==> config.mk <==
export PLATFORM = sky130hd
export DESIGN_NAME = spb_regs
export DESIGN_NICKNAME = d
export VERILOG_FILES = /design/src/rtl/spb_pkg.sv /design/src/rtl/spb_clk_mux.sv /design/src/rtl/spb_err_cap.sv /design/src/rtl/spb_regs.sv
export SDC_FILE = /design/constraint.sdc
export NUM_CORES = 1
export LEC_CHECK = 0
export ABC_AREA = 1
export BUFFER_PORTS_ARGS = -buffer_cell sky130_fd_sc_hd__buf_2
export CORE_ASPECT_RATIO = 0.7
export CORE_UTILIZATION = 35
export DETAILED_ROUTE_END_ITERATION = 10
export SLEW_MARGIN = 15
export SYNTH_ARGS = -nofsm -noshare
export SYNTH_HDL_FRONTEND = slang
export SYNTH_SLANG_ARGS = --single-unit
==> constraint.sdc <==
create_clock -name clock -period 6.91 [get_ports clock]
set_clock_uncertainty 0.05 [all_clocks]
set_input_delay 0.3455 -clock clock [delete_from_list [all_inputs] [get_ports clock]]
set_output_delay 0.3455 -clock clock [all_outputs]
set_load 0.005 [all_outputs]
==> src/rtl/spb_pkg.sv <==
// Function
// - Counter B event select, bits 7:4, reset 3
// - Pause bit 8 stops counting and halving on both counters; read clear still acts
// - Either counter at max halves both
// - Counters clear on read, ignore writes
// - Bit 0 flags error; write one clears
// - Bit 1 flags further errors while pending
// - Capture only the first error's details
// - Bit 2 marks watchdog-caused error
// - Capture failing haddr
// - Capture failing hwdata
// - Capture failing hrdata
// - Record hmaster in bits 3:0
// - Record hwrite bit 4, hsize 6:5
// - Record htrans 8:7, hburst 11:9
// - Reference divider code maps 1,2,4,5
// - Feedback divider resets to 25; writes load bits 3:2 only, giving 0 to 3
// - Bit 7 selects extra feedback halving
// - Output dividers 16:14, 22:20, reset 3
// - Bit 19 powers down main PLL
// - Processor clock select and divider
// - Bus clock select and divider
// - GPIO inputs read in bits 22:0
// - Counter A event select, bits 3:0
// - Watchdog error only when enabled
package spb_pkg;
  // Register byte offsets
  localparam logic [7:0] OFS_PERF_CTL = 8'h44;
  localparam logic [7:0] OFS_PERF_A = 8'h48;
  localparam logic [7:0] OFS_PERF_B = 8'h4c;
  localparam logic [7:0] OFS_ERR_STAT = 8'h50;
  localparam logic [7:0] OFS_ERR_ADDR = 8'h54;
  localparam logic [7:0] OFS_ERR_WDATA = 8'h58;
  localparam logic [7:0] OFS_ERR_RDATA = 8'h5c;
  localparam logic [7:0] OFS_ERR_CTRL = 8'h60;
  localparam logic [7:0] OFS_PLL_CTL = 8'h64;
  localparam logic [7:0] OFS_PROC_CLK = 8'h6c;
  localparam logic [7:0] OFS_BUS_CLK = 8'h70;
  localparam logic [7:0] OFS_GPIO_IN = 8'h88;
  localparam logic [7:0] OFS_WDOG_CTL = 8'h3c;
  // Performance control fields
  localparam logic [3:0] PERF_SEL_A_RST = 4'h0;
  localparam logic [3:0] PERF_SEL_B_RST = 4'h3;
  localparam int PERF_PAUSE_BIT = 8;
  // Error status bits
  localparam int ERR_SEEN_BIT = 0;
  localparam int ERR_OVF_BIT = 1;
  localparam int ERR_WDOG_BIT = 2;
  localparam int WDOG_EN_BIT = 2;
  // PLL control fields and reset values
  localparam logic [1:0] PLL_REFDIV_RST = 2'h0;
  localparam logic [4:0] PLL_FBDIV_RST = 5'h19;
  localparam logic [2:0] PLL_OUTDIV_RST = 3'h3;
  localparam int PLL_HALVE_BIT = 7;
  localparam int PLL_PDOWN_BIT = 19;
  localparam int PLL_PROC_LSB = 14;
  localparam int PLL_MEM_LSB = 20;
  // Final clock mux reset values
  localparam logic [1:0] CLK_SEL_RST = 2'h3;
  localparam logic [1:0] CLK_DIV_RST = 2'h0;
  localparam int GPIO_W = 23;
  // Clock source codes of the final mux
  typedef enum logic [1:0] {
    SRC_MEM0 = 2'h0,
    SRC_MEM1 = 2'h1,
    SRC_PROC = 2'h2,
    SRC_REF = 2'h3
  } spb_src_t;
endpackage

==> src/rtl/spb_clk_mux.sv <==
`timescale 1ns/1ps
// One final clock mux and divider control decoder
module spb_clk_mux (
  input wire logic clock,
  input wire logic rst_b,
  input wire logic wr,
  input wire logic [3:0] wdata,
  output logic [3:0] field,
  output logic [1:0] src_sel,
  output logic [2:0] div_ratio
);
  import spb_pkg::*;
  logic [1:0] sel_r;
  logic [1:0] div_r;
  logic [1:0] sel_nxt;
  logic [1:0] div_nxt;
  logic [2:0] ratio_w;

  // Codes 0 and 1 both pick the memory output
  function automatic logic [1:0] norm_src(input logic [1:0] s);
    norm_src = (s == SRC_MEM1) ? SRC_MEM0 : s;
  endfunction

  assign sel_nxt = wr ? wdata[1:0] : sel_r;
  assign div_nxt = wr ? wdata[3:2] : div_r;
  // Divide by 1, 2, 4 or 6
  assign ratio_w = (div_r == 2'h0) ? 3'h1 : (div_r == 2'h1) ? 3'h2 :
                   (div_r == 2'h2) ? 3'h4 : 3'h6;

  // Control register
  always_ff @(posedge clock) begin
    if (!rst_b) begin
      sel_r <= CLK_SEL_RST;
      div_r <= CLK_DIV_RST;
    end else begin
      sel_r <= sel_nxt;
      div_r <= div_nxt;
    end
  end

  assign field = {div_r, sel_r};
  assign src_sel = norm_src(sel_r);
  assign div_ratio = ratio_w;
endmodule // spb_clk_mux

==> src/rtl/spb_err_cap.sv <==
`timescale 1ns/1ps
// First bus error capture with pipelined address phase
module spb_err_cap (
  input wire logic clock,
  input wire logic rst_b,
  input wire logic [31:0] haddr,
  input wire logic [3:0] hmaster,
  input wire logic hwrite,
  input wire logic [2:0] hsize,
  input wire logic [1:0] htrans,
  input wire logic [2:0] hburst,
  input wire logic hready,
  input wire logic hresp_err,
  input wire logic [31:0] hwdata,
  input wire logic [31:0] hrdata,
  input wire logic wdog_expire,
  input wire logic wdog_en,
  input wire logic clr,
  output logic [2:0] status,
  output logic [31:0] cap_addr,
  output logic [31:0] cap_wdata,
  output logic [31:0] cap_rdata,
  output logic [11:0] cap_ctrl
);
  import spb_pkg::*;
  logic [31:0] ph_addr_r;
  logic [11:0] ph_ctrl_r;
  logic seen_r;
  logic ovf_r;
  logic wd_r;
  logic err_w;
  logic first_w;

  // Address phase is held until hready so data-phase errors see it
  always_ff @(posedge clock) begin
    if (!rst_b) begin
      ph_addr_r <= 32'h0;
      ph_ctrl_r <= 12'h0;
    end else if (hready) begin
      ph_addr_r <= haddr;
      ph_ctrl_r <= {hburst, htrans, hsize[1:0], hwrite, hmaster};
    end
  end

  assign err_w = hresp_err | (wdog_expire & wdog_en);
  assign first_w = err_w & ~seen_r;

  // Flags; a new error wins over a clear in the same cycle
  always_ff @(posedge clock) begin
    if (!rst_b) begin
      seen_r <= 1'b0;
      ovf_r <= 1'b0;
      wd_r <= 1'b0;
    end else if (err_w) begin
      seen_r <= 1'b1;
      ovf_r <= seen_r & ~clr;
      wd_r <= (first_w | clr) ? ~hresp_err : wd_r;
    end else if (clr) begin
      seen_r <= 1'b0;
      ovf_r <= 1'b0;
      wd_r <= 1'b0;
    end
  end

  // Details latched only for the first pending error
  always_ff @(posedge clock) begin
    if (!rst_b) begin
      cap_addr <= 32'h0;
      cap_wdata <= 32'h0;
      cap_rdata <= 32'h0;
      cap_ctrl <= 12'h0;
    end else if (err_w & (~seen_r | clr)) begin
      cap_addr <= ph_addr_r;
      cap_wdata <= hwdata;
      cap_rdata <= hrdata;
      cap_ctrl <= ph_ctrl_r;
    end
  end

  assign status = {wd_r, ovf_r, seen_r};
endmodule // spb_err_cap

==> src/rtl/spb_regs.sv <==
`timescale 1ns/1ps
// Performance, bus error and clock control register bank on AXI4-Lite
module spb_regs (
  input wire logic clock,
  input wire logic rst_b,
  input wire logic [7:0] s_awaddr,
  input wire logic s_awvalid,
  output logic s_awready,
  input wire logic [31:0] s_wdata,
  input wire logic [3:0] s_wstrb,
  input wire logic s_wvalid,
  output logic s_wready,
  output logic [1:0] s_bresp,
  output logic s_bvalid,
  input wire logic s_bready,
  input wire logic [7:0] s_araddr,
  input wire logic s_arvalid,
  output logic s_arready,
  output logic [31:0] s_rdata,
  output logic [1:0] s_rresp,
  output logic s_rvalid,
  input wire logic s_rready,
  input wire logic [15:0] perf_event,
  input wire logic [31:0] haddr,
  input wire logic [3:0] hmaster,
  input wire logic hwrite,
  input wire logic [2:0] hsize,
  input wire logic [1:0] htrans,
  input wire logic [2:0] hburst,
  input wire logic hready,
  input wire logic hresp_err,
  input wire logic [31:0] hwdata,
  input wire logic [31:0] hrdata,
  input wire logic wdog_expire,
  input wire logic [spb_pkg::GPIO_W-1:0] gpio_in,
  output logic [2:0] pll_refdiv,
  output logic [4:0] pll_fbdiv,
  output logic pll_extra_feedback_halving,
  output logic [2:0] pll_proc_div,
  output logic [2:0] pll_mem_div,
  output logic main_pll_pdown,
  output logic [1:0] proc_clk_src,
  output logic [2:0] proc_clk_div,
  output logic [1:0] bus_clk_src,
  output logic [2:0] bus_clk_div
);
  import spb_pkg::*;
  // Write and read channel holding registers
  logic aw_full_r;
  logic w_full_r;
  logic [7:0] aw_addr_r;
  logic [31:0] w_data_r;
  logic [3:0] w_strb_r;
  logic bvalid_r;
  logic rvalid_r;
  logic [31:0] rdata_r;
  logic rresp_err_r;
  logic bresp_err_r;
  // Control registers
  logic [8:0] perf_ctl_r;
  logic [31:0] cnt_a_r;
  logic [31:0] cnt_b_r;
  logic wdog_en_r;
  logic [1:0] pll_ref_r;
  logic [4:0] pll_fb_r;
  logic pll_halve_r;
  logic [2:0] pll_pdiv_r;
  logic [2:0] pll_mdiv_r;
  logic pll_pd_r;
  // Decode and helper wires
  logic wr_go;
  logic rd_go;
  logic wr_full_word;
  logic [31:0] wr_mask;
  logic ev_a;
  logic ev_b;
  logic sat_w;
  logic clr_a;
  logic clr_b;
  logic err_clr;
  logic wr_proc;
  logic wr_bus;
  logic [31:0] rd_mux;
  logic rd_hit;
  logic wr_hit;
  logic [31:0] pll_word;
  logic [31:0] cnt_a_nxt;
  logic [31:0] cnt_b_nxt;
  logic [2:0] err_status;
  logic [31:0] err_addr;
  logic [31:0] err_wdata;
  logic [31:0] err_rdata;
  logic [11:0] err_ctrl;
  logic [3:0] proc_field;
  logic [3:0] bus_field;

  // Address decode used by both read and write paths
  function automatic logic known_ofs(input logic [7:0] a);
    unique case (a)
      OFS_PERF_CTL, OFS_PERF_A, OFS_PERF_B, OFS_ERR_STAT, OFS_ERR_ADDR,
      OFS_ERR_WDATA, OFS_ERR_RDATA, OFS_ERR_CTRL, OFS_PLL_CTL, OFS_PROC_CLK,
      OFS_BUS_CLK, OFS_GPIO_IN, OFS_WDOG_CTL: known_ofs = 1'b1;
      default: known_ofs = 1'b0;
    endcase
  endfunction

  // Bus handshake: each channel taken once, response after both
  assign s_awready = ~aw_full_r & ~bvalid_r;
  assign s_wready = ~w_full_r & ~bvalid_r;
  assign wr_go = aw_full_r & w_full_r & ~bvalid_r;
  assign s_arready = ~rvalid_r;
  assign rd_go = s_arvalid & s_arready;
  assign s_bvalid = bvalid_r;
  assign s_bresp = bresp_err_r ? 2'h2 : 2'h0;
  assign s_rvalid = rvalid_r;
  assign s_rdata = rdata_r;
  assign s_rresp = rresp_err_r ? 2'h2 : 2'h0;

  // Byte strobes widened into a bit mask
  genvar gi;
  generate
    for (gi = 0; gi < 4; gi++) begin : g_mask
      assign wr_mask[gi*8 +: 8] = {8{w_strb_r[gi]}};
    end
  endgenerate
  assign wr_full_word = &w_strb_r;
  assign wr_hit = wr_go & known_ofs(aw_addr_r);

  // Write channel capture and response
  always_ff @(posedge clock) begin
    if (!rst_b) begin
      aw_full_r <= 1'b0;
      w_full_r <= 1'b0;
      aw_addr_r <= 8'h0;
      w_data_r <= 32'h0;
      w_strb_r <= 4'h0;
      bvalid_r <= 1'b0;
      bresp_err_r <= 1'b0;
    end else begin
      if (s_awvalid & s_awready) begin
        aw_full_r <= 1'b1;
        aw_addr_r <= s_awaddr;
      end else if (wr_go) begin
        aw_full_r <= 1'b0;
      end
      if (s_wvalid & s_wready) begin
        w_full_r <= 1'b1;
        w_data_r <= s_wdata;
        w_strb_r <= s_wstrb;
      end else if (wr_go) begin
        w_full_r <= 1'b0;
      end
      if (wr_go) begin
        bvalid_r <= 1'b1;
        bresp_err_r <= ~known_ofs(aw_addr_r);
      end else if (s_bready) begin
        bvalid_r <= 1'b0;
      end
    end
  end

  // Low byte strobe needed for the narrow control fields
  assign err_clr = wr_hit & (aw_addr_r == OFS_ERR_STAT) & w_strb_r[0]
                   & w_data_r[ERR_SEEN_BIT];
  assign wr_proc = wr_hit & (aw_addr_r == OFS_PROC_CLK) & w_strb_r[0];
  assign wr_bus = wr_hit & (aw_addr_r == OFS_BUS_CLK) & w_strb_r[0];

  // Writable control registers; partial strobes merge per byte except the PLL word, which needs all four
  always_ff @(posedge clock) begin
    if (!rst_b) begin
      perf_ctl_r <= {1'b0, PERF_SEL_B_RST, PERF_SEL_A_RST};
      wdog_en_r <= 1'b0;
      pll_ref_r <= PLL_REFDIV_RST;
      pll_fb_r <= PLL_FBDIV_RST;
      pll_halve_r <= 1'b0;
      pll_pdiv_r <= PLL_OUTDIV_RST;
      pll_mdiv_r <= PLL_OUTDIV_RST;
      pll_pd_r <= 1'b0;
    end else if (wr_hit) begin
      if (aw_addr_r == OFS_PERF_CTL) begin
        perf_ctl_r <= (perf_ctl_r & ~wr_mask[8:0]) | (w_data_r[8:0] & wr_mask[8:0]);
      end
      if ((aw_addr_r == OFS_WDOG_CTL) & w_strb_r[0]) begin
        wdog_en_r <= w_data_r[WDOG_EN_BIT];
      end
      if ((aw_addr_r == OFS_PLL_CTL) & wr_full_word) begin
        pll_ref_r <= w_data_r[1:0];
        pll_fb_r <= {3'h0, w_data_r[3:2]};
        pll_halve_r <= w_data_r[PLL_HALVE_BIT];
        pll_pdiv_r <= w_data_r[PLL_PROC_LSB +: 3];
        pll_mdiv_r <= w_data_r[PLL_MEM_LSB +: 3];
        pll_pd_r <= w_data_r[PLL_PDOWN_BIT];
      end
    end
  end

  // Performance counters: pause, halving on saturation, read clear
  assign ev_a = perf_event[perf_ctl_r[3:0]];
  assign ev_b = perf_event[perf_ctl_r[7:4]];
  assign sat_w = (&cnt_a_r) | (&cnt_b_r);
  assign clr_a = rd_go & (s_araddr == OFS_PERF_A);
  assign clr_b = rd_go & (s_araddr == OFS_PERF_B);
  assign cnt_a_nxt = clr_a ? 32'h0 : perf_ctl_r[PERF_PAUSE_BIT] ? cnt_a_r :
                     sat_w ? (cnt_a_r >> 1) : cnt_a_r + {31'h0, ev_a};
  assign cnt_b_nxt = clr_b ? 32'h0 : perf_ctl_r[PERF_PAUSE_BIT] ? cnt_b_r :
                     sat_w ? (cnt_b_r >> 1) : cnt_b_r + {31'h0, ev_b};

  // Counter state; writes never reach it
  always_ff @(posedge clock) begin
    if (!rst_b) begin
      cnt_a_r <= 32'h0;
      cnt_b_r <= 32'h0;
    end else begin
      cnt_a_r <= cnt_a_nxt;
      cnt_b_r <= cnt_b_nxt;
    end
  end

  // First bus error capture
  spb_err_cap u_err (
    .clock(clock),
    .rst_b(rst_b),
    .haddr(haddr),
    .hmaster(hmaster),
    .hwrite(hwrite),
    .hsize(hsize),
    .htrans(htrans),
    .hburst(hburst),
    .hready(hready),
    .hresp_err(hresp_err),
    .hwdata(hwdata),
    .hrdata(hrdata),
    .wdog_expire(wdog_expire),
    .wdog_en(wdog_en_r),
    .clr(err_clr),
    .status(err_status),
    .cap_addr(err_addr),
    .cap_wdata(err_wdata),
    .cap_rdata(err_rdata),
    .cap_ctrl(err_ctrl)
  );

  // Processor and bus final clock muxes
  spb_clk_mux u_proc_clk (
    .clock(clock),
    .rst_b(rst_b),
    .wr(wr_proc),
    .wdata(w_data_r[3:0]),
    .field(proc_field),
    .src_sel(proc_clk_src),
    .div_ratio(proc_clk_div)
  );
  spb_clk_mux u_bus_clk (
    .clock(clock),
    .rst_b(rst_b),
    .wr(wr_bus),
    .wdata(w_data_r[3:0]),
    .field(bus_field),
    .src_sel(bus_clk_src),
    .div_ratio(bus_clk_div)
  );

  // Read image of the PLL word; reserved bits 6:4, 13:8, 18:17 and 31:23 read zero
  assign pll_word = {9'h0, pll_mdiv_r, pll_pd_r, 2'h0, pll_pdiv_r, 6'h0,
                     pll_halve_r, 3'h0, pll_fb_r[1:0], pll_ref_r};

  // Read data selection
  assign rd_hit = known_ofs(s_araddr);
  always_comb begin
    unique case (s_araddr)
      OFS_PERF_CTL: rd_mux = {23'h0, perf_ctl_r};
      OFS_PERF_A: rd_mux = cnt_a_r;
      OFS_PERF_B: rd_mux = cnt_b_r;
      OFS_ERR_STAT: rd_mux = {29'h0, err_status};
      OFS_ERR_ADDR: rd_mux = err_addr;
      OFS_ERR_WDATA: rd_mux = err_wdata;
      OFS_ERR_RDATA: rd_mux = err_rdata;
      OFS_ERR_CTRL: rd_mux = {20'h0, err_ctrl};
      OFS_PLL_CTL: rd_mux = pll_word;
      OFS_PROC_CLK: rd_mux = {28'h0, proc_field};
      OFS_BUS_CLK: rd_mux = {28'h0, bus_field};
      OFS_GPIO_IN: rd_mux = {9'h0, gpio_in};
      OFS_WDOG_CTL: rd_mux = {29'h0, wdog_en_r, 2'h0};
      default: rd_mux = 32'h0;
    endcase
  end

  // Read response register
  always_ff @(posedge clock) begin
    if (!rst_b) begin
      rvalid_r <= 1'b0;
      rdata_r <= 32'h0;
      rresp_err_r <= 1'b0;
    end else if (rd_go) begin
      rvalid_r <= 1'b1;
      rdata_r <= rd_mux;
      rresp_err_r <= ~rd_hit;
    end else if (s_rready) begin
      rvalid_r <= 1'b0;
    end
  end

  // PLL control decode; refdiv code 3 means 5
  assign pll_refdiv = (pll_ref_r == 2'h3) ? 3'h5 :
                      (pll_ref_r == 2'h2) ? 3'h4 : {1'b0, pll_ref_r} + 3'h1;
  assign pll_fbdiv = pll_fb_r;
  assign pll_extra_feedback_halving = pll_halve_r;
  assign pll_proc_div = pll_pdiv_r;
  assign pll_mem_div = pll_mdiv_r;
  assign main_pll_pdown = pll_pd_r;
endmodule // spb_regs

==> results.yml, run 1 <==
status:
  status: "finished clean"
drt:
  wl_met1_um: 29530
  top_layer_used: "met4"
  drt-vias-per-instance: 5.165
  ant_nets: 0
  drt_iter0_markers: 1461
  drtPass1Iterations: 6
  wl_met2_um: 25770
  routed_wl_um: 61560
  met3WireLength_um: 4721
  wl_per_cell_um: 18.42
  drcViolationCount: 0
  num_vias: 17262
die:
  die_x_um: 262.6
  dieArea_sq_um: 48420
  rows: 66
  die_y_um: 184.4
  initial_core_util: 0.3566
  ios: 277
  core_sq_um: 46660
finish:
  multi_input_area_sq_um: 8441
  drive_above_1_share: 0.1463
  regArea_sq_um: 6327
  layout.nets: 2919
  fill_cells: 5024
  syn2layout_area_growth_pct: 15.20
  final_core_util: 0.4108
global_routing:
  grt_max_degree: 144
  grt_antenna_before_repair: 5
  track_usage: 0.2498
  grt_pass1_wl_um: 93600
  grt_overflow: 0
  grt_pass1_vias: 15975
worst_setup_path:
  crit_path_start_kind: "register"
  setup.worst_path.class: "reg2reg"
  end_kind: "register"
  cp_max_fo: 35
  arrival_ns: 3.64
  cp.required_ns: 7.28
synthesis:
  ys_warn_count: 0
  avgSynthCellArea_sq_um: 6.522
  synth_common_cells: "554 x nand2_1, 349 x nor2_1, 316 x dfxtp_1"
  synthArstFlopShare: 0
  yosysTopAreaCellShare: 0.3802
  yosysMostFrequentCell: "nand2_1"
  yosysSeqAreaShare: 0.3802
  ys_ff_latch: 316
  ys.flop_type: "dfxtp_1"
  syn_area_sq_um: 16640
  syn_inst: 2551
  yosysTopAreaCell: "dfxtp_1"
  synth_edf_count: 0
  synth.distinct_cells: 43
  synthTopCellsByArea: "dfxtp_1 38%, nand2_1 12%, a21oi_1 8.5%, nor2_1 7.9%, nand3_1 6.6%"
clock_tree:
  cts.hold.buffers_added: 2
  cts_resized: 0
  cts_tree: "built"
  cts_buffer_depth: 3
  root_buffer: "clkbuf_16"
  clock-sinks: 316
  cts_buffers: 35
  cts_max_level: 2
  cts_setup_buffers: 0
  clock_latency_ns: 0.54
  clkSlewWorstSetupHoldPaths_ns: 0.06
timing:
  drv_slew: 0
  setup_viol: 0
  worstMarginPinSlew_ns: 1.223
  maxSlewHeadroom: 0.1837
  hold_viol_final: 0
  fmax_ghz: 0.3056
  finalCriticalPeriod_ns: 3.272
  fin_crit_sh: 0.4736
  rsz0062_at_grt: "false"
  tns_ns: 0
  holdWs_ns: 0.01563
min_path:
  holdCritPathClass: "in2reg"
placed_design:
  port_buffers: 256
  gp_congestion: 0.9643
  dp_hpwl_um: 45290
power_and_ir_drop:
  p_leak_nw: 8.683
  peakVddDrop_uv: 134.9
  total_power_w: 0.004268
  powerDensity_nw_per_um2: 222.7
job:
  drv_cap: 0
## worst max-delay path, stage by stage (launching register included)
cell     delay, ns
dfxtp_2       0.61
inv_2         0.72
nand3_1       1.01
or2_2         0.64
nand3_1       0.07
inv_1         0.04
## per-layer routing
metal / vias to the layer above / GRT usage
li1: 8511 / -
met1: 7997 / 0.3659
met2: 671 / 0.3763
met3: 83 / 0.03754
met4: 0 / 0.07129
met5: - / 0
## cell type report
class                      count  area share
antenna                        2   0.0002611
clock buffer                  49     0.05157
clock inverter                14    0.008487
inverter                     288     0.05667
multi-input combinational   1792      0.4404
sequential                   316      0.3301
tap                          612     0.03995
timing repair buffer         269     0.07253
## kinds of logic (layout without fill, tap and decap cells)
kind of cell,after synthesis,count (layout),share of synthesized area
flip-flops,316,316,0.3802
other,1,5,0.0002254
buffers and inverters,445,620,0.1137
adder cells (fa/ha/maj),7,7,0.005264
AND/OR/NAND/NOR,1236,1236,0.3182
AO/OA/AOI/OAI,497,497,0.1566
XOR/XNOR,49,49,0.02580
## cell usage in the layout (no fill, tap or decap), drive strengths merged, types with 3 or more instances in the layout
cell type | synthesis | layout
nand2 | 562 | 562
nor2 | 360 | 360
dfxtp | 316 | 316
inv | 287 | 289
a21oi | 283 | 283
buf | 77 | 267
nand3 | 221 | 221
o21ai | 178 | 178
nor3 | 50 | 50
clkbuf | 80 | 49
xor2 | 44 | 44
nand4 | 32 | 32
o211ai | 18 | 18
clkinv | 1 | 10
a22o | 9 | 9
ha | 7 | 7
o221ai | 5 | 5
or2 | 5 | 5
xnor2 | 5 | 5
conb | 1 | 3
## power by group
part / switching, W / internal, W / total (W)
logic: 0.000259 / 0.000142 / 0.000401
clock network: 0.000819 / 0.00109 / 0.00191
registers: 0.0000504 / 0.00191 / 0.00196
total: 0.00113 / 0.00314 / 0.00427
## path summary, 6_finish.rpt
kind                            depth (start not counted)          from  slack (ns)      endpoint
worst max-delay path                                    5      register        3.64   cnt_a_r[15]
worst max register to register                          5      register        3.64   cnt_a_r[15]
worst min register to register                          2  w_data_r[15]        0.41  w_data_r[15]
worst min-delay path                                    3    s_wstrb[2]        0.02   w_strb_r[2]
## metrics by stage
step                worst slack (ns)  cell area, sq um  cells
finish                         3.638             19170   3342
global route                   3.445             19170   3342
global placement               3.681             17990   3275
floorplan                      4.503             16640   2553
detailed placement             3.729             17990   3275
CTS                            3.706             19160   3340
## sequential cells by signal, indices dropped and copies added (netlist names), 8 cells and up, named ones only
signal	cells
aw_addr_r	8
cnt_a_r	32
cnt_b_r	32
s_rdata	32
u_err.cap_addr	32
u_err.cap_ctrl	12
u_err.cap_rdata	32
u_err.cap_wdata	32
u_err.ph_addr_r	32
u_err.ph_ctrl_r	12
w_data_r	16
(Power assumes the default switching activity.)
==> run 2: changes to the inputs <==
Clock period 6.91 ns to 3.4 ns, I/O delays scaled along.
==> results.yml, run 2 (same netlist as run 1, synthesis figures left out) <==
worst_setup_path:
  cp_max_fo: 16
  end_kind: "register"
  setup.worst_path.class: "reg2reg"
  cp.required_ns: 3.83
  crit_path_start_kind: "register"
  rrSetupSlack_ns: 0.43
  reg2reg_to: "cnt_b_r[28]"
  arrival_ns: 3.40
  r2r_cells: 15
status:
  status: "finished clean"
global_routing:
  track_usage: 0.2580
  grt_pass1_wl_um: 96950
  grt_antenna_before_repair: 6
  grt_max_degree: 159
  grt_pass1_vias: 16777
  grt_overflow: 0
timing:
  fmax_ghz: 0.3367
  layout_setup_ws_ns: 0.4303
  setup_viol: 0
  rsz0062_at_grt: "false"
  worstMarginPinSlew_ns: 0.9060
  tns_ns: 0
  maxSlewHeadroom: 0.3953
  drv_slew: 0
  fin_crit_sh: 0.8734
  hold_viol_final: 0
  finalCriticalPeriod_ns: 2.970
clock_tree:
  clock-sinks: 316
  clock_latency_ns: 0.53
  cts_buffers: 36
  cts_tree: "built"
  cts.hold.buffers_added: 140
  root_buffer: "clkbuf_16"
  clkSlewWorstSetupHoldPaths_ns: 0.06
  cts_buffer_depth: 3
  cts_resized: 0
  cts_setup_buffers: 0
  cts_max_level: 2
min_path:
  worstHoldEndpoint: "u_err.cap_wdata[15]"
  holdCritPathClass: "in2reg"
  min-delay-start: "hwdata[15]"
  hold_depth: 5
drt:
  drtPass1Iterations: 6
  ant_nets: 0
  drt_iter0_markers: 1822
  drt-vias-per-instance: 5.132
  routed_wl_um: 63760
  num_vias: 17953
  wl_per_cell_um: 18.23
  drcViolationCount: 0
power_and_ir_drop:
  peakVddDrop_uv: 328.8
  powerDensity_nw_per_um2: 422.5
  p_leak_nw: 9.363
finish:
  syn2layout_area_growth_pct: 24.67
  layout.nets: 3080
  antenna_cells: 0
  mostFrequentLayoutCells: "554 x nand2_1, 349 x nor2_1, 315 x dfxtp_1"
  layout.cells.non_filler: 3498
  layout_commonest_cell: "nand2_1"
  drive_above_1_share: 0.1452
die:
  die_x_um: 262.6
  dieArea_sq_um: 48420
  initial_core_util: 0.3566
  core_sq_um: 46660
  ios: 277
  rows: 66
  die_y_um: 184.4
placed_design:
  port_buffers: 256
  dpl_worst_slack_ns: 0.5279
  dp_hpwl_um: 47030
  placedCellCount: 3297
  gp_congestion: 0.9494
job:
  drv_cap: 0
run 2: cell type report:
class / instances / area [sq um]
fill: 4847 / 25920
multi-input combinational: 1792 / 8436
sequential: 316 / 6327
timing repair buffer: 429 / 2999
inverter: 288 / 1087
clock buffer: 48 / 985.9
tap: 612 / 765.7
clock inverter: 13 / 140.1
run 2: critical path, cell delays in order, from the launching register on:
cell,delay [ns]
dfxtp_1,0.59
o21ai_0,0.16
o21ai_0,0.18
o221ai_1,0.15
nand2_1,0.11
ha_1,0.20
ha_1,0.21
inv_1,0.07
nor2_1,0.20
nand3_1,0.15
nor2_1,0.24
nand2_1,0.15
nor2_1,0.15
xor2_1,0.16
nor2_1,0.05
nor2_1,0.08
run 2: how the worst max path moves through the flow:
stage / to / cells past startpoint / start / slack [ns]
after floorplan: cnt_a_r[16] / 13 / register / 0.99
after global placement: cnt_b_r[28] / 15 / register / 0.52
after detailed placement: cnt_b_r[31] / 17 / register / 0.53
after CTS: cnt_b_r[31] / 17 / register / 0.49
after global routing: cnt_b_r[31] / 17 / register / 0.06
final: cnt_b_r[28] / 15 / register / 0.43
run 2: layer usage:
layer  vias to the layer above  global-route usage  routed length (um)
li1                       8813                   -                   -
met2                       692              0.4070               27670
met1                      8362              0.3724               30230
met5                         -                   0                  13
met4                         2             0.05718                1290
met3                        84             0.03393                4565
run 2: where the power goes:
part           switching [W]  internal (W)
Combinational       0.000559      0.000408
Sequential          0.000102       0.00388
Clock                0.00161       0.00220
run 2: through the flow:
step	utilization	power, W	cell area, sq um	hold WS, ns
finish	0.4445	0.008763	20740	0.02673
detailed placement	0.3903	0.004898	18210	0.3885
global placement	0.3903	0.004879	18210	0.3795
global route	0.4445	0.009131	20740	0.04639
CTS	0.4445	0.008824	20740	0.001539
floorplan	-	0.004596	16640	0.2833
